[config.mk]
export PLATFORM = sky130hd
export DESIGN_NAME = lset_top
export DESIGN_NICKNAME = d
export VERILOG_FILES = /design/src/common/lset_pkg.sv /design/src/common/lset_edge_if.sv /design/src/hw/lset_edge_counter.sv /design/src/hw/lset_sync_timer.sv /design/src/hw/lset_top.sv
export SDC_FILE = /design/constraint.sdc
export NUM_CORES = 1
export LEC_CHECK = 0
export BUFFER_PORTS_ARGS = -buffer_cell sky130_fd_sc_hd__buf_2
export CAP_MARGIN = 20
export CORE_UTILIZATION = 54
export CTS_CLUSTER_DIAMETER = 120
export DETAILED_ROUTE_END_ITERATION = 10
export PLACE_DENSITY = 0.9
export SLEW_MARGIN = 20
export SYNTH_ARGS = -nofsm -noshare
export SYNTH_HDL_FRONTEND = slang
export SYNTH_SLANG_ARGS = --single-unit
[constraint.sdc]
create_clock -name clk_sys -period 2.4 [get_ports clk_sys]
set_input_delay 0.72 -clock clk_sys [delete_from_list [all_inputs] [get_ports clk_sys]]
set_output_delay 0.72 -clock clk_sys [all_outputs]
set_load 0.03 [all_outputs]
[src/common/lset_pkg.sv]
/*
 * Constants, register map and types shared by the LIN sync edge timer.
 * Assumes a 100 MHz system clock and a 32-bit byte-addressed register port.
 */
package lset_pkg;
    localparam int unsigned CLK_HZ        = 100_000_000;
    localparam int unsigned CLK_PERIOD_NS = 10;
    localparam int unsigned TICK_HZ       = 5_000_000;
    localparam int unsigned TICK_DIV      = CLK_HZ / TICK_HZ;
    localparam int unsigned TICK_W        = $clog2(TICK_DIV);
    localparam int unsigned RST_DELAY_NS  = 15_000;
    localparam int unsigned RST_DELAY_CYC = (RST_DELAY_NS + CLK_PERIOD_NS - 1) / CLK_PERIOD_NS;
    localparam int unsigned RST_CNT_W     = $clog2(RST_DELAY_CYC + 1);

    localparam int unsigned ADDR_W  = 32;
    localparam int unsigned DATA_W  = 32;
    localparam int unsigned CNT_W   = 4;
    localparam int unsigned VALUE_W = 16;
    localparam int unsigned CTRL_W  = 16;
    localparam int unsigned EDGE_W  = 8;

    localparam logic [ADDR_W-1:0] OFF_STATUS = 32'hFFFF_0780;
    localparam logic [ADDR_W-1:0] OFF_CTRL   = 32'hFFFF_0784;
    localparam logic [ADDR_W-1:0] OFF_VALUE  = 32'hFFFF_0788;
    localparam logic [ADDR_W-1:0] OFF_EDGE   = 32'hFFFF_078C;

    localparam int unsigned CTRL_RESET_BIT    = 0;
    localparam int unsigned CTRL_CLEAR_BIT    = 1;
    localparam int unsigned CTRL_ENABLE_BIT   = 2;
    localparam int unsigned CTRL_START_IE_BIT = 3;
    localparam int unsigned CTRL_STOP_IE_BIT  = 4;
    localparam int unsigned CTRL_STOP_RISE_BIT = 7;
    localparam int unsigned CTRL_GATE_RX_BIT  = 8;
    localparam logic [CTRL_W-1:0] CTRL_WMASK     = 16'h019F;
    localparam logic [CTRL_W-1:0] CTRL_RESET_VAL = 16'h0000;

    localparam int unsigned EDGE_START_LSB = 0;
    localparam int unsigned EDGE_STOP_LSB  = 4;
    localparam logic [EDGE_W-1:0] EDGE_RESET_VAL = 8'h32;

    localparam int unsigned STAT_BUSY_BIT = 0;
    localparam int unsigned STAT_RUN_BIT  = 1;
    localparam int unsigned STAT_DONE_BIT = 2;
    localparam int unsigned STAT_FALL_LSB = 8;
    localparam int unsigned STAT_RISE_LSB = 12;

    typedef enum logic [1:0] {LSET_IDLE, LSET_RUN, LSET_DONE} lset_state_t;

    function automatic logic [CNT_W-1:0] lset_sat_inc(input logic [CNT_W-1:0] v);
        lset_sat_inc = (v == 4'hF) ? v : v + 4'h1;
    endfunction
endpackage

[src/common/lset_edge_if.sv]
/*
 * Edge events and counts passed from the edge counter to the sync timer.
 * Assumes all parties run on clk_sys.
 */
`timescale 1ns/1ns
interface lset_edge_if;
    import lset_pkg::*;
    logic             hold_clr;
    logic             fall_evt;
    logic             rise_evt;
    logic [CNT_W-1:0] fall_cnt;
    logic [CNT_W-1:0] rise_cnt;

    modport counter (input hold_clr, output fall_evt, rise_evt, fall_cnt, rise_cnt);
    modport timer   (input hold_clr, fall_evt, rise_evt, fall_cnt, rise_cnt);
    modport ctrl    (output hold_clr, input fall_cnt, rise_cnt);
endinterface

[src/hw/lset_edge_counter.sv]
/*
 * Counts falling and rising edges of the LIN receive line.
 * Assumes lin_rx is synchronous to clk_sys; idle bus level is high.
 */
`timescale 1ns/1ns
module lset_edge_counter
    import lset_pkg::*;
(
    input  wire logic   clk_sys,
    input  wire logic   rst_b,
    input  wire logic   lin_rx,
    lset_edge_if.counter edge_bus
);
    logic             rx_prev_reg;
    logic             fall_evt_reg;
    logic             rise_evt_reg;
    logic [CNT_W-1:0] fall_cnt_reg;
    logic [CNT_W-1:0] rise_cnt_reg;
    wire              fall_seen = rx_prev_reg & ~lin_rx;
    wire              rise_seen = ~rx_prev_reg & lin_rx;

    always_ff @(posedge clk_sys or negedge rst_b)
    begin
        if (!rst_b)
        begin
            rx_prev_reg  <= 1'b1;
            fall_evt_reg <= 1'b0;
            rise_evt_reg <= 1'b0;
            fall_cnt_reg <= '0;
            rise_cnt_reg <= '0;
        end
        else
        begin
            rx_prev_reg  <= lin_rx;
            fall_evt_reg <= fall_seen & ~edge_bus.hold_clr;
            rise_evt_reg <= rise_seen & ~edge_bus.hold_clr;
            fall_cnt_reg <= edge_bus.hold_clr ? '0 :
                            (fall_seen ? lset_sat_inc(fall_cnt_reg) : fall_cnt_reg);
            rise_cnt_reg <= edge_bus.hold_clr ? '0 :
                            (rise_seen ? lset_sat_inc(rise_cnt_reg) : rise_cnt_reg);
        end
    end

    assign edge_bus.fall_evt = fall_evt_reg;
    assign edge_bus.rise_evt = rise_evt_reg;
    assign edge_bus.fall_cnt = fall_cnt_reg;
    assign edge_bus.rise_cnt = rise_cnt_reg;
endmodule // lset_edge_counter

[src/hw/lset_sync_timer.sv]
/*
 * Sync timer: runs on 5 MHz ticks from the start edge to the stop edge.
 * Assumes registered edge events whose counts are already updated.
 */
`timescale 1ns/1ns
module lset_sync_timer
    import lset_pkg::*;
(
    input  wire logic               clk_sys,
    input  wire logic               rst_b,
    input  wire logic               tick,
    input  wire logic [CNT_W-1:0]   start_cnt,
    input  wire logic [CNT_W-1:0]   stop_cnt,
    input  wire logic               stop_rise,
    lset_edge_if.timer              edge_bus,
    output logic      [VALUE_W-1:0] value,
    output logic                    running,
    output logic                    done,
    output logic                    start_evt,
    output logic                    stop_evt
);
    lset_state_t        state_reg;
    logic [VALUE_W-1:0] value_reg;
    logic               start_evt_reg;
    logic               stop_evt_reg;

    wire start_hit = edge_bus.fall_evt && (edge_bus.fall_cnt == start_cnt);
    wire stop_fall = edge_bus.fall_evt && (edge_bus.fall_cnt == stop_cnt);
    wire stop_rhit = edge_bus.rise_evt && (edge_bus.rise_cnt == stop_cnt);
    wire stop_hit  = stop_rise ? stop_rhit : stop_fall;
    wire [VALUE_W-1:0] value_inc = (value_reg == 16'hFFFF) ? value_reg : value_reg + 16'h0001;

    always_ff @(posedge clk_sys or negedge rst_b)
    begin
        if (!rst_b)
        begin
            state_reg     <= LSET_IDLE;
            value_reg     <= '0;
            start_evt_reg <= 1'b0;
            stop_evt_reg  <= 1'b0;
        end
        else
        begin
            start_evt_reg <= 1'b0;
            stop_evt_reg  <= 1'b0;
            if (edge_bus.hold_clr)
            begin
                state_reg <= LSET_IDLE;
                value_reg <= '0;
            end
            else
            begin
                unique case (state_reg)
                    LSET_IDLE:
                    begin
                        if (start_hit)
                        begin
                            state_reg     <= LSET_RUN;
                            value_reg     <= '0;
                            start_evt_reg <= 1'b1;
                        end
                    end
                    LSET_RUN:
                    begin
                        if (stop_hit)
                        begin
                            state_reg    <= LSET_DONE;
                            stop_evt_reg <= 1'b1;
                        end
                        else if (tick)
                        begin
                            value_reg <= value_inc;
                        end
                    end
                    LSET_DONE:
                    begin
                        state_reg <= LSET_DONE;
                    end
                endcase
            end
        end
    end

    assign value     = value_reg;
    assign running   = (state_reg == LSET_RUN);
    assign done      = (state_reg == LSET_DONE);
    assign start_evt = start_evt_reg;
    assign stop_evt  = stop_evt_reg;
endmodule // lset_sync_timer

[src/hw/lset_top.sv]
/*
 * LIN hardware synchronizer: edge counting, sync timing, register port.
 * Assumes lin_rx synchronous to clk_sys, and a master that reads the
 * read data in the cycle after the read strobe.
 */
//
// Contract
// - Unit works only while enable bit set; uart_rx_gate still follows the gate bit while disabled
// - Clear bit holds edge counters cleared
// - Reset bit returns logic to defaults; the other control bits written with it stay set
// - Reset bit self-clears after 15 us
// - Stop count field, default third edge
// - Start count field, default second falling edge
// - Value register reads timer, ignores writes
// - Timer increments on 5 MHz tick
// - Stop edge type selects falling or rising
// - Stop interrupt only when enabled
`timescale 1ns/1ns
module lset_top
    import lset_pkg::*;
(
    input  wire logic                       clk_sys,
    input  wire logic                       rst_b,
    input  wire logic                       lin_rx,
    input  wire logic [lset_pkg::ADDR_W-1:0] reg_addr,
    input  wire logic [lset_pkg::DATA_W-1:0] reg_wdata,
    input  wire logic                       reg_wr,
    input  wire logic                       reg_rd,
    output logic      [lset_pkg::DATA_W-1:0] reg_rdata,
    output logic                            irq_start,
    output logic                            irq_stop,
    output logic                            uart_rx_gate
);
    import lset_pkg::*;

    localparam logic [RST_CNT_W-1:0] RST_CNT_LAST  = RST_CNT_W'(RST_DELAY_CYC - 1);
    localparam logic [TICK_W-1:0]    TICK_CNT_LAST = TICK_W'(TICK_DIV - 1);

    // Register state
    logic [CTRL_W-1:0]    ctrl_reg;
    logic [CTRL_W-1:0]    ctrl_next;
    logic [EDGE_W-1:0]    edge_reg;
    logic [EDGE_W-1:0]    edge_next;
    logic [RST_CNT_W-1:0] rst_cnt_reg;
    logic [RST_CNT_W-1:0] rst_cnt_next;
    logic [TICK_W-1:0]    tick_cnt_reg;
    logic [TICK_W-1:0]    tick_cnt_next;
    logic                 tick_reg;
    logic                 tick_next;
    logic [DATA_W-1:0]    rdata_reg;
    logic [DATA_W-1:0]    rdata_next;
    logic                 irq_start_reg;
    logic                 irq_start_next;
    logic                 irq_stop_reg;
    logic                 irq_stop_next;
    logic                 gate_reg;
    logic                 gate_next;

    // Timer results
    logic [VALUE_W-1:0]   timer_value;
    logic                 timer_running;
    logic                 timer_done;
    logic                 timer_start_evt;
    logic                 timer_stop_evt;

    // Edge events and counts shared by counter and timer
    lset_edge_if edge_bus ();

    // Exact match on all address bits
    function automatic logic addr_hit(input logic [ADDR_W-1:0] a, input logic [ADDR_W-1:0] off);
        addr_hit = (a == off);
    endfunction

    // Address decode
    wire hit_status = addr_hit(reg_addr, OFF_STATUS);
    wire hit_ctrl   = addr_hit(reg_addr, OFF_CTRL);
    wire hit_value  = addr_hit(reg_addr, OFF_VALUE);
    wire hit_edge   = addr_hit(reg_addr, OFF_EDGE);
    wire wr_ctrl    = reg_wr & hit_ctrl;
    wire wr_edge    = reg_wr & hit_edge;

    // Control fields
    wire rst_busy    = ctrl_reg[CTRL_RESET_BIT];
    wire cnt_clear   = ctrl_reg[CTRL_CLEAR_BIT];
    wire unit_enable = ctrl_reg[CTRL_ENABLE_BIT];
    wire start_ie    = ctrl_reg[CTRL_START_IE_BIT];
    wire stop_ie     = ctrl_reg[CTRL_STOP_IE_BIT];
    wire stop_rise   = ctrl_reg[CTRL_STOP_RISE_BIT];
    wire gate_rx_en  = ctrl_reg[CTRL_GATE_RX_BIT];

    wire [CNT_W-1:0] start_cnt = edge_reg[EDGE_START_LSB +: CNT_W];
    wire [CNT_W-1:0] stop_cnt  = edge_reg[EDGE_STOP_LSB +: CNT_W];

    wire [CTRL_W-1:0] ctrl_wval = reg_wdata[CTRL_W-1:0] & CTRL_WMASK;
    wire [EDGE_W-1:0] edge_wval = reg_wdata[EDGE_W-1:0];
    wire              rst_set   = wr_ctrl & ctrl_wval[CTRL_RESET_BIT];

    // Soft reset count-up ends on the last cycle of the delay
    wire rst_expire = rst_busy & (rst_cnt_reg == RST_CNT_LAST);

    // Counters and timer are held cleared while disabled, clearing or resetting
    assign edge_bus.hold_clr = rst_busy | cnt_clear | ~unit_enable;

    // Control value with the soft reset bit dropped
    wire [CTRL_W-1:0] ctrl_selfclr = ctrl_reg & ~CTRL_W'(1 << CTRL_RESET_BIT);

    // Control register: a software write wins over the self-clear
    assign ctrl_next = wr_ctrl    ? ctrl_wval :
                       rst_expire ? ctrl_selfclr :
                                    ctrl_reg;

    // Edge configuration returns to default during a soft reset
    assign edge_next = (rst_set | rst_busy) ? EDGE_RESET_VAL :
                       wr_edge             ? edge_wval :
                                             edge_reg;

    assign rst_cnt_next = rst_set    ? '0 :
                          rst_expire ? '0 :
                          rst_busy   ? rst_cnt_reg + RST_CNT_W'(1) :
                                       '0;

    // 5 MHz timer tick from the system clock
    // Free-running phase: a span may read one tick short
    wire tick_wrap = (tick_cnt_reg == TICK_CNT_LAST);
    assign tick_cnt_next = tick_wrap ? '0 : tick_cnt_reg + TICK_W'(1);
    assign tick_next     = tick_wrap;

    // Interrupt pulses
    assign irq_start_next = timer_start_evt & start_ie;
    assign irq_stop_next  = timer_stop_evt & stop_ie;

    // UART receive gated until the sync field has been timed
    assign gate_next = gate_rx_en & ~timer_done;

    // Read data
    wire [DATA_W-1:0] rd_status = {
        16'h0000,
        edge_bus.rise_cnt,
        edge_bus.fall_cnt,
        5'h00,
        timer_done,
        timer_running,
        rst_busy
    };
    wire [DATA_W-1:0] rd_ctrl  = {16'h0000, ctrl_reg};
    wire [DATA_W-1:0] rd_value = {16'h0000, timer_value};
    wire [DATA_W-1:0] rd_edge  = {24'h000000, edge_reg};
    wire [DATA_W-1:0] rd_sel   = hit_status ? rd_status :
                                 hit_ctrl   ? rd_ctrl :
                                 hit_value  ? rd_value :
                                 hit_edge   ? rd_edge :
                                              32'h0000_0000;
    assign rdata_next = reg_rd ? rd_sel : 32'h0000_0000;

    // Control register
    always_ff @(posedge clk_sys or negedge rst_b)
    begin
        if (!rst_b)
        begin
            ctrl_reg <= CTRL_RESET_VAL;
        end
        else
        begin
            ctrl_reg <= ctrl_next;
        end
    end

    // Edge configuration register
    always_ff @(posedge clk_sys or negedge rst_b)
    begin
        if (!rst_b)
        begin
            edge_reg <= EDGE_RESET_VAL;
        end
        else
        begin
            edge_reg <= edge_next;
        end
    end

    // Soft reset delay counter
    always_ff @(posedge clk_sys or negedge rst_b)
    begin
        if (!rst_b)
        begin
            rst_cnt_reg <= '0;
        end
        else
        begin
            rst_cnt_reg <= rst_cnt_next;
        end
    end

    // Tick divider
    always_ff @(posedge clk_sys or negedge rst_b)
    begin
        if (!rst_b)
        begin
            tick_cnt_reg <= '0;
        end
        else
        begin
            tick_cnt_reg <= tick_cnt_next;
        end
    end

    // Tick strobe
    always_ff @(posedge clk_sys or negedge rst_b)
    begin
        if (!rst_b)
        begin
            tick_reg <= 1'b0;
        end
        else
        begin
            tick_reg <= tick_next;
        end
    end

    // Read data, zero outside the answer cycle
    always_ff @(posedge clk_sys or negedge rst_b)
    begin
        if (!rst_b)
        begin
            rdata_reg <= '0;
        end
        else
        begin
            rdata_reg <= rdata_next;
        end
    end

    // Start pulse
    always_ff @(posedge clk_sys or negedge rst_b)
    begin
        if (!rst_b)
        begin
            irq_start_reg <= 1'b0;
        end
        else
        begin
            irq_start_reg <= irq_start_next;
        end
    end

    // Stop pulse
    always_ff @(posedge clk_sys or negedge rst_b)
    begin
        if (!rst_b)
        begin
            irq_stop_reg <= 1'b0;
        end
        else
        begin
            irq_stop_reg <= irq_stop_next;
        end
    end

    // UART receive gate
    always_ff @(posedge clk_sys or negedge rst_b)
    begin
        if (!rst_b)
        begin
            gate_reg <= 1'b0;
        end
        else
        begin
            gate_reg <= gate_next;
        end
    end

    // Edge counter on the receive line
    lset_edge_counter u_edge_counter (
        .clk_sys  (clk_sys),
        .rst_b    (rst_b),
        .lin_rx   (lin_rx),
        .edge_bus (edge_bus.counter)
    );

    // Sync timer from start edge to stop edge
    lset_sync_timer u_sync_timer (
        .clk_sys   (clk_sys),
        .rst_b     (rst_b),
        .tick      (tick_reg),
        .start_cnt (start_cnt),
        .stop_cnt  (stop_cnt),
        .stop_rise (stop_rise),
        .edge_bus  (edge_bus.timer),
        .value     (timer_value),
        .running   (timer_running),
        .done      (timer_done),
        .start_evt (timer_start_evt),
        .stop_evt  (timer_stop_evt)
    );

    assign reg_rdata    = rdata_reg;
    assign irq_start    = irq_start_reg;
    assign irq_stop     = irq_stop_reg;
    assign uart_rx_gate = gate_reg;
endmodule // lset_top

==> results by group, run 1 <==
Cells and area
  • Diodes inserted: 0
  • Design area: 5270 um2
  • Layout cells sized above 1: 30.9%
  • Nets: 587
  • Area delta synth->final: 23.1%

Clocking
  • CTS tree: done
  • CTS Root Cell: clkbuf_8
  • Total clock sinks: 82
  • H-tree depth: 3
  • Cts-stage hold buffer count: 0
  • Clock transition at path regs: approximately 0.090 ns
  • Clock Latency Late Sink: 0.36 ns
  • CTS Buf Count: 9
  • Longest Clk Path Bufs: 2

Drt
  • Initial DRC Count: around 340
  • WL final: 11900 um
  • ANT nets after route: 0
  • WL/cell: between 15 and 20 um
  • Vias post-DR: roughly 3800
  • Drt pass-1 iters: 5
  • Drc violations: 0
  • Via density: a little over 6

STA
  • Final Hold Vio Count: 0
  • Worst rel slew slack: 61.6%
  • # setup viols final: 31
  • Slew Limit Fails: 0
  • Final period util: 105%
  • Fmax achieved: 397 MHz
  • Worst-margin pin slew: 0.574 ns
  • Final min period: 2.52 ns
  • Final worst slack: -0.118 ns
  • RSZ-0062 raised after global routing: yes
  • Worst clock skew: 0.0118 ns

GRT
  • Initial antenna violation count: 0
  • First-pass GRT wire length: 17400 um
  • Overflow after GRT: 0
  • Gr usage total: 27.0%
  • Number of global-route vias before repair: ~3700
  • Largest net degree at the start of global routing: 37

Yosys
  • Mapped cell area: ~4300 um2
  • Seq/Total Area, Yosys: 48.1%
  • Yosys warning total: 0
  • Yosys cell types: 58
  • Number of synthesized flops with an enable pin: 0
  • Synth Register Bits: 82
  • Syn Inst Count: 416
  • Ys flop type: dfrtp_1
  • Async S/R FF share, synth: 100%
  • Syn Area/Cell: ~10 um2

Placed design
  • Input/output buffers: 64
  • Placer's final routability congestion estimate: 0.837
  • Post-DP HPWL: 7110 um
  • Post-DP Area: 4850 um2

Flow run
  • Max_cap viols: 0

Floorplan
  • Initial Util: 55.7%
  • # rows: 32
  • Total core area: just under 8000 um2
  • Die width: 91.0 um
  • Chip height: 91.0 um
  • Die Footprint: 8290 um2
  • Top Ports: 104

Power
  • Pleak: 2.47 nW
  • Design Power: between 2 and 3 mW
  • Max VDD drop: 0.000386 V
  • PwrDens: 477 nW/um2

Worst setup path
  • Critical path arrival: 2.77 ns
  • WS Path Type: input port to flop
  • Crit path max fanout: 5
  • CP bufs+invs: 3
  • Crit end category: flop
  • Crit start category: input port
  • Crit path largest cell delay: 0.55 ns
  • Required time of the critical path: roughly 2.7 ns
  • CP cell instances: buf_6 > or4b_1 > or4_4 > nor3_4 > and3_4 > buf_12 > a21o_4 > clkbuf_16 > nor2_1
  • Crit path max-delay family: simple AND/OR/NAND/NOR gates
  • Slowest-stage cell, CP: or4_4

Worst hold path
  • Worst Hold Class: input port to async pin

Status
  • Failing checks: negative setup slack
  • Status: complete, but fails checks
==> logic make-up after synthesis <==
| group | synth area share (%) |
|---|---|
| and+or+nand+nor | 21.7 |
| DFF | 48.1 |
| AOI/OAI and AO/OA | 9.53 |
| buffers and inverters | 5.76 |
| xor gates and xnor gates | 6.14 |
| muxes | 6.34 |
| adders and majority gates | 2.34 |
| other | 0.0876 |
==> area by class of cell <==
cell class / instances / area (um2)
Clock buffer: 11 / 131
Clock inverter: 5 / 56.3
Fill cell: 506 / 2420
Inverter: 11 / 41.3
Multi-Input combinational cell: 306 / 2170
Sequential cell: 82 / 2060
Tap cell: 102 / 128
Timing Repair Buffer: 100 / 682
==> metal layers <==
layer,track usage (%),wire length [um],vias up
met2,46.4,5830,266
met4,15.6,781,0
met1,31.1,4320,1802
li1,-,-,1627
met5,0,0,-
met3,5.70,952,87
==> per-stage QoR <==
stage | utilization, % | worst slack (ns) | TNS, ns | hold slack, ns | std cells
4_1_cts | 66.7 | -0.101 | -1.97 | 0.250 | 614
5_1_grt | 68.5 | -0.145 | -3.36 | 0.238 | 617
2_1_floorplan | - | -0.304 | -6.33 | 0.424 | 431
6_report | 68.5 | -0.118 | -2.35 | 0.248 | 617
3_5_place_dp | 63.1 | -0.608 | -17.27 | 0.451 | 596
3_3_place_gp | 63.1 | -0.534 | -15.92 | 0.440 | 596
==> worst paths after layout <==
check | slack (ns) | startpoint | end | cells past startpoint
min in group clk_sys | 0.46 | tick_cnt_reg[0] | tick_cnt_reg[0] | 1
min reg2reg | 0.46 | tick_cnt_reg[0] | tick_cnt_reg[0] | 1
max | -0.12 | reg_addr[14] | rst_cnt_reg[2] | 9
max in group asynchronous | 1.50 | rst_b | tick_cnt_reg[4] | 2
min | 0.25 | rst_b | irq_stop | 1
max reg2reg | 0.12 | u_edge_counter.edge_bus.fall_cnt[1] | u_sync_timer.value[13] | 8
==> repair_timing <==
action | CTS | global route
setup endpoints to repair | 38 | 42
cloned | 0 | 1
setup buffers | 4 | 2
pin swaps | 8 | 11
gates resized for setup | 18 | 25
==> synth_stat cells, drive strengths merged (6+ instances only) <==
master	number	share of area, %
o21ai	6	0.70
mux2i	17	4.0
mux2	7	2.4
clkbuf	13	1.1
a221o	7	1.6
inv	11	0.96
nor2	53	4.7
a22oi	7	1.2
and3	6	0.99
nand2	32	2.8
dfrtp	78	46
nand4	10	1.6
a2111oi	6	1.2
xor2	14	2.9
a21oi	9	1.1
nand3	18	2.1
xnor2	16	3.3
nor3	10	1.4
nor2b	10	1.5
buf	19	3.7
ha	8	2.3
==> cells in the final DEF, fill, tap and decap left out, types with 6 or more instances in the layout <==
| cell | Yosys | layout |
|---|---|---|
| a21oi_1 | 9 | 9 |
| a221o_1 | 7 | 7 |
| a22oi_1 | 7 | 6 |
| buf_2 | 1 | 60 |
| buf_4 | 16 | 29 |
| buf_6 | 1 | 7 |
| clkbuf_8 | 0 | 9 |
| conb_1 | 1 | 16 |
| dfrtp_1 | 78 | 78 |
| ha_1 | 8 | 8 |
| inv_1 | 11 | 11 |
| mux2_4 | 6 | 6 |
| mux2i_1 | 17 | 16 |
| nand2_1 | 32 | 31 |
| nand3_1 | 18 | 18 |
| nand4_1 | 9 | 9 |
| nor2_1 | 52 | 42 |
| nor2_2 | 1 | 9 |
| nor2b_1 | 10 | 10 |
| nor3_1 | 9 | 9 |
| xnor2_1 | 16 | 16 |
| xor2_1 | 14 | 14 |
==> power by group <==
group          switching, mW  total [mW]  internal (mW)  leakage [nW]
Combinational          0.104       0.154         0.0494          1.27
Clock                  0.499       0.979          0.480        0.0933
Sequential          0.000350        1.38           1.38          1.11
Total                  0.604        2.51           1.91          2.47
==> worst reg2reg max path, cell delays in order, from the launching register on <==
cell      delay (ns)
dfrtp_1         0.51
xor2_1          0.24
nor3_1          0.27
nand4b_1        0.22
nand3b_1        0.24
buf_4           0.17
nor2_1          0.06
buf_4           0.16
a221o_1         0.30
Power figures use the tool's default switching activity.
==> run 2: changes to the inputs <==
--- a/config.mk
+++ b/config.mk
@@ -10,7 +10,7 @@
 export CORE_UTILIZATION = 54
 export CTS_CLUSTER_DIAMETER = 120
 export DETAILED_ROUTE_END_ITERATION = 10
-export PLACE_DENSITY = 0.9
+export PLACE_DENSITY = 0.79
 export SLEW_MARGIN = 20
 export SYNTH_ARGS = -nofsm -noshare
 export SYNTH_HDL_FRONTEND = slang
==> run 2 against run 1 <==
  * The flow still finishes with violations (negative setup slack)
  * Flip-flop and latch count is the same
  * Final cell count shrank 0.49%
  * Fmax grew 1.6%
  * Sequential power is essentially flat
  * Register-to-register slack is essentially flat
  * Final area shrank 0.24%
  * Sequential share of layout area grew 0.093 points
==> results by group, run 2 (same netlist as run 1, synthesis figures left out) <==
Worst setup path
  • Worst r2r src: u_sync_timer.value[0] (was u_edge_counter.edge_bus.fall_cnt[1])
  • Critical path arrival: 2.70 ns (was 2.77 ns)
  • Required time of the critical path: 2.62 ns (was 2.66 ns)
  • Crit start category: input port (unchanged)
  • Crit path max fanout: 8 (was 5)
  • Worst r2r path cells: 6 (was 8)
  • R2R Setup Slk: 0.12 ns (about the same)
  • Reg2reg end: u_sync_timer.value[2] (was u_sync_timer.value[13])
  • WS Path Type: input port to flop (unchanged)
  • Crit end category: flop (unchanged)

Clocking
  • Longest Clk Path Bufs: 2 (unchanged)
  • Total clock sinks: 82 (unchanged)
  • Clock Latency Late Sink: 0.36 ns (about the same)
  • Clock transition at path regs: 0.09 ns (about the same)
  • Cts-stage hold buffer count: 0 (unchanged)
  • CTS Buf Count: 9 (unchanged)
  • H-tree depth: 3 (unchanged)
  • CTS Root Cell: clkbuf_8 (unchanged)
  • CTS tree: done (unchanged)

Floorplan
  • Total core area: 7690 um2 (unchanged)
  • Initial Util: 55.7% (unchanged)
  • Die width: 91.0 um (unchanged)
  • Chip height: 91.0 um (unchanged)
  • Die Footprint: 8290 um2 (unchanged)
  • Top Ports: 104 (unchanged)
  • # rows: 32 (unchanged)

Drt
  • Drt pass-1 iters: 5 (unchanged)
  • Initial DRC Count: 172 (was 341)
  • Via density: 5.66 (was 6.13)
  • WL final: 10000 um (was 11900 um)
  • ANT nets after route: 0 (unchanged)
  • Vias post-DR: 3475 (was 3782)
  • Drc violations: 0 (unchanged)
  • WL/cell: 16.3 um (was 19.3 um)

GRT
  • M2 GR Usage: 44.1% (was 46.4%)
  • Initial antenna violation count: 0 (unchanged)
  • GRT met3 Usage: 4.36% (was 5.70%)
  • Overflow after GRT: 0 (unchanged)
  • Number of global-route vias before repair: 3540 (was 3683)
  • Met1 usage: 31.5% (was 31.1%)
  • First-pass GRT wire length: 16600 um (was 17400 um)
  • Gr usage total: 25.6% (was 27.0%)
  • Largest net degree at the start of global routing: 59 (was 37)
  • GR peak layer: met2 (unchanged)

STA
  • Final period util: 103% (was 105%)
  • Setup TNS after final layout: -0.567 ns (was -2.35 ns)
  • # setup viols final: 23 (was 31)
  • Slew Limit Fails: 0 (unchanged)
  • Worst clock skew: 0.00984 ns (was 0.0118 ns)
  • Final worst slack: -0.0781 ns (was -0.118 ns)
  • Hold WS: 0.254 ns (was 0.248 ns)
  • Worst-margin pin slew: 0.512 ns (was 0.574 ns)
  • Final Hold Vio Count: 0 (unchanged)
  • Worst rel slew slack: 65.9% (was 61.6%)
  • Fmax achieved: 404 MHz (was 397 MHz)
  • RSZ-0062 raised after global routing: yes (unchanged)
  • Final min period: 2.48 ns (was 2.52 ns)

Status
  • Status: complete, but fails checks (unchanged)
  • Failing checks: negative setup slack (unchanged)

Cells and area
  • Most common cell after layout, fill and taps aside: dfrtp_1 (unchanged)
  • Diodes inserted: 0 (unchanged)
  • Leading cell types in the layout, fill and taps excluded: dfrtp_1, buf_2, nor2_1, nand2_1, buf_4 (unchanged)
  • Nets: 584 (was 587)
  • Area delta synth->final: 22.8% (was 23.1%)
  • Layout cells sized above 1: 30.5% (was 30.9%)

Power
  • Pleak: 2.48 nW (was 2.47 nW)
  • Max VDD drop: 0.000433 V (was 0.000386 V)
  • PwrDens: 531 nW/um2 (was 477 nW/um2)
  • Design Power: 2.79 mW (was 2.51 mW)

Placed design
  • Place WS: -0.559 ns (was -0.608 ns)
  • Input/output buffers: 64 (unchanged)
  • Placer's final routability congestion estimate: 0.878 (was 0.837)
  • Post-DP HPWL: 6850 um (was 7110 um)

Flow run
  • Max_cap viols: 0 (unchanged)

Worst hold path
  • Worst Hold Class: input port to async pin (unchanged)
run 2: what timing repair did:
action	in CTS	in global routing
endpoints found under the setup margin	27	46
cloned	1	0
pin swaps	8	8
resized for setup	19	24
buffers inserted	5	3
run 2: per-layer routing:
| metal | wire (um) | up-vias |
|---|---|---|
| li1 | - | 1617 |
| met1 | 4300 | 1731 |
| met2 | 5050 | 102 |
| met3 | 423 | 25 |
| met4 | 249 | 0 |
| met5 | 0 | - |
run 2: critical path, stage by stage:
cell and delay, ns:
buf_6 0.09, or4b_1 0.50, or4_4 0.53, nor2_2 0.14
nand2_1 0.27, a2111oi_1 0.44
run 2: where the power goes:
part	switching, mW	leakage (nW)	internal [mW]
Clock	0.506	0.131	0.755
Sequential	0.000373	1.11	1.38
Combinational	0.0975	1.24	0.0485
Total	0.604	2.48	2.19
run 2: worst max path at each step:
stage                     cells after the start  slack [ns]    startpoint      endpoint
after floorplan                               6       -0.30  reg_addr[14]   ctrl_reg[1]
after global placement                        7       -0.56  reg_addr[14]  reg_rdata[8]
after detailed placement                      7       -0.56  reg_addr[14]  reg_rdata[8]
after CTS                                     7       -0.09   reg_addr[1]   ctrl_reg[7]
after global routing                          8       -0.10   reg_addr[0]   edge_reg[2]
final                                         6       -0.08   reg_addr[0]  reg_rdata[3]
run 2: through the flow:
step | std cells | utilization [%] | instance area, um2
floorplan | 431 | - | 4350
global placement | 594 | 62.9 | 4840
detailed placement | 594 | 62.9 | 4840
CTS | 613 | 67.5 | 5190
global route | 614 | 68.4 | 5260
finish | 614 | 68.4 | 5260
run 2: cell type report:
cell class / instances / area (um2)
multi-input combinational: 306 / 2140
clock inverter: 5 / 108
clock buffer: 11 / 151
inverter: 11 / 41.3
sequential: 82 / 2060
tap: 102 / 128
fill: 584 / 2430
timing repair buffer: 97 / 627
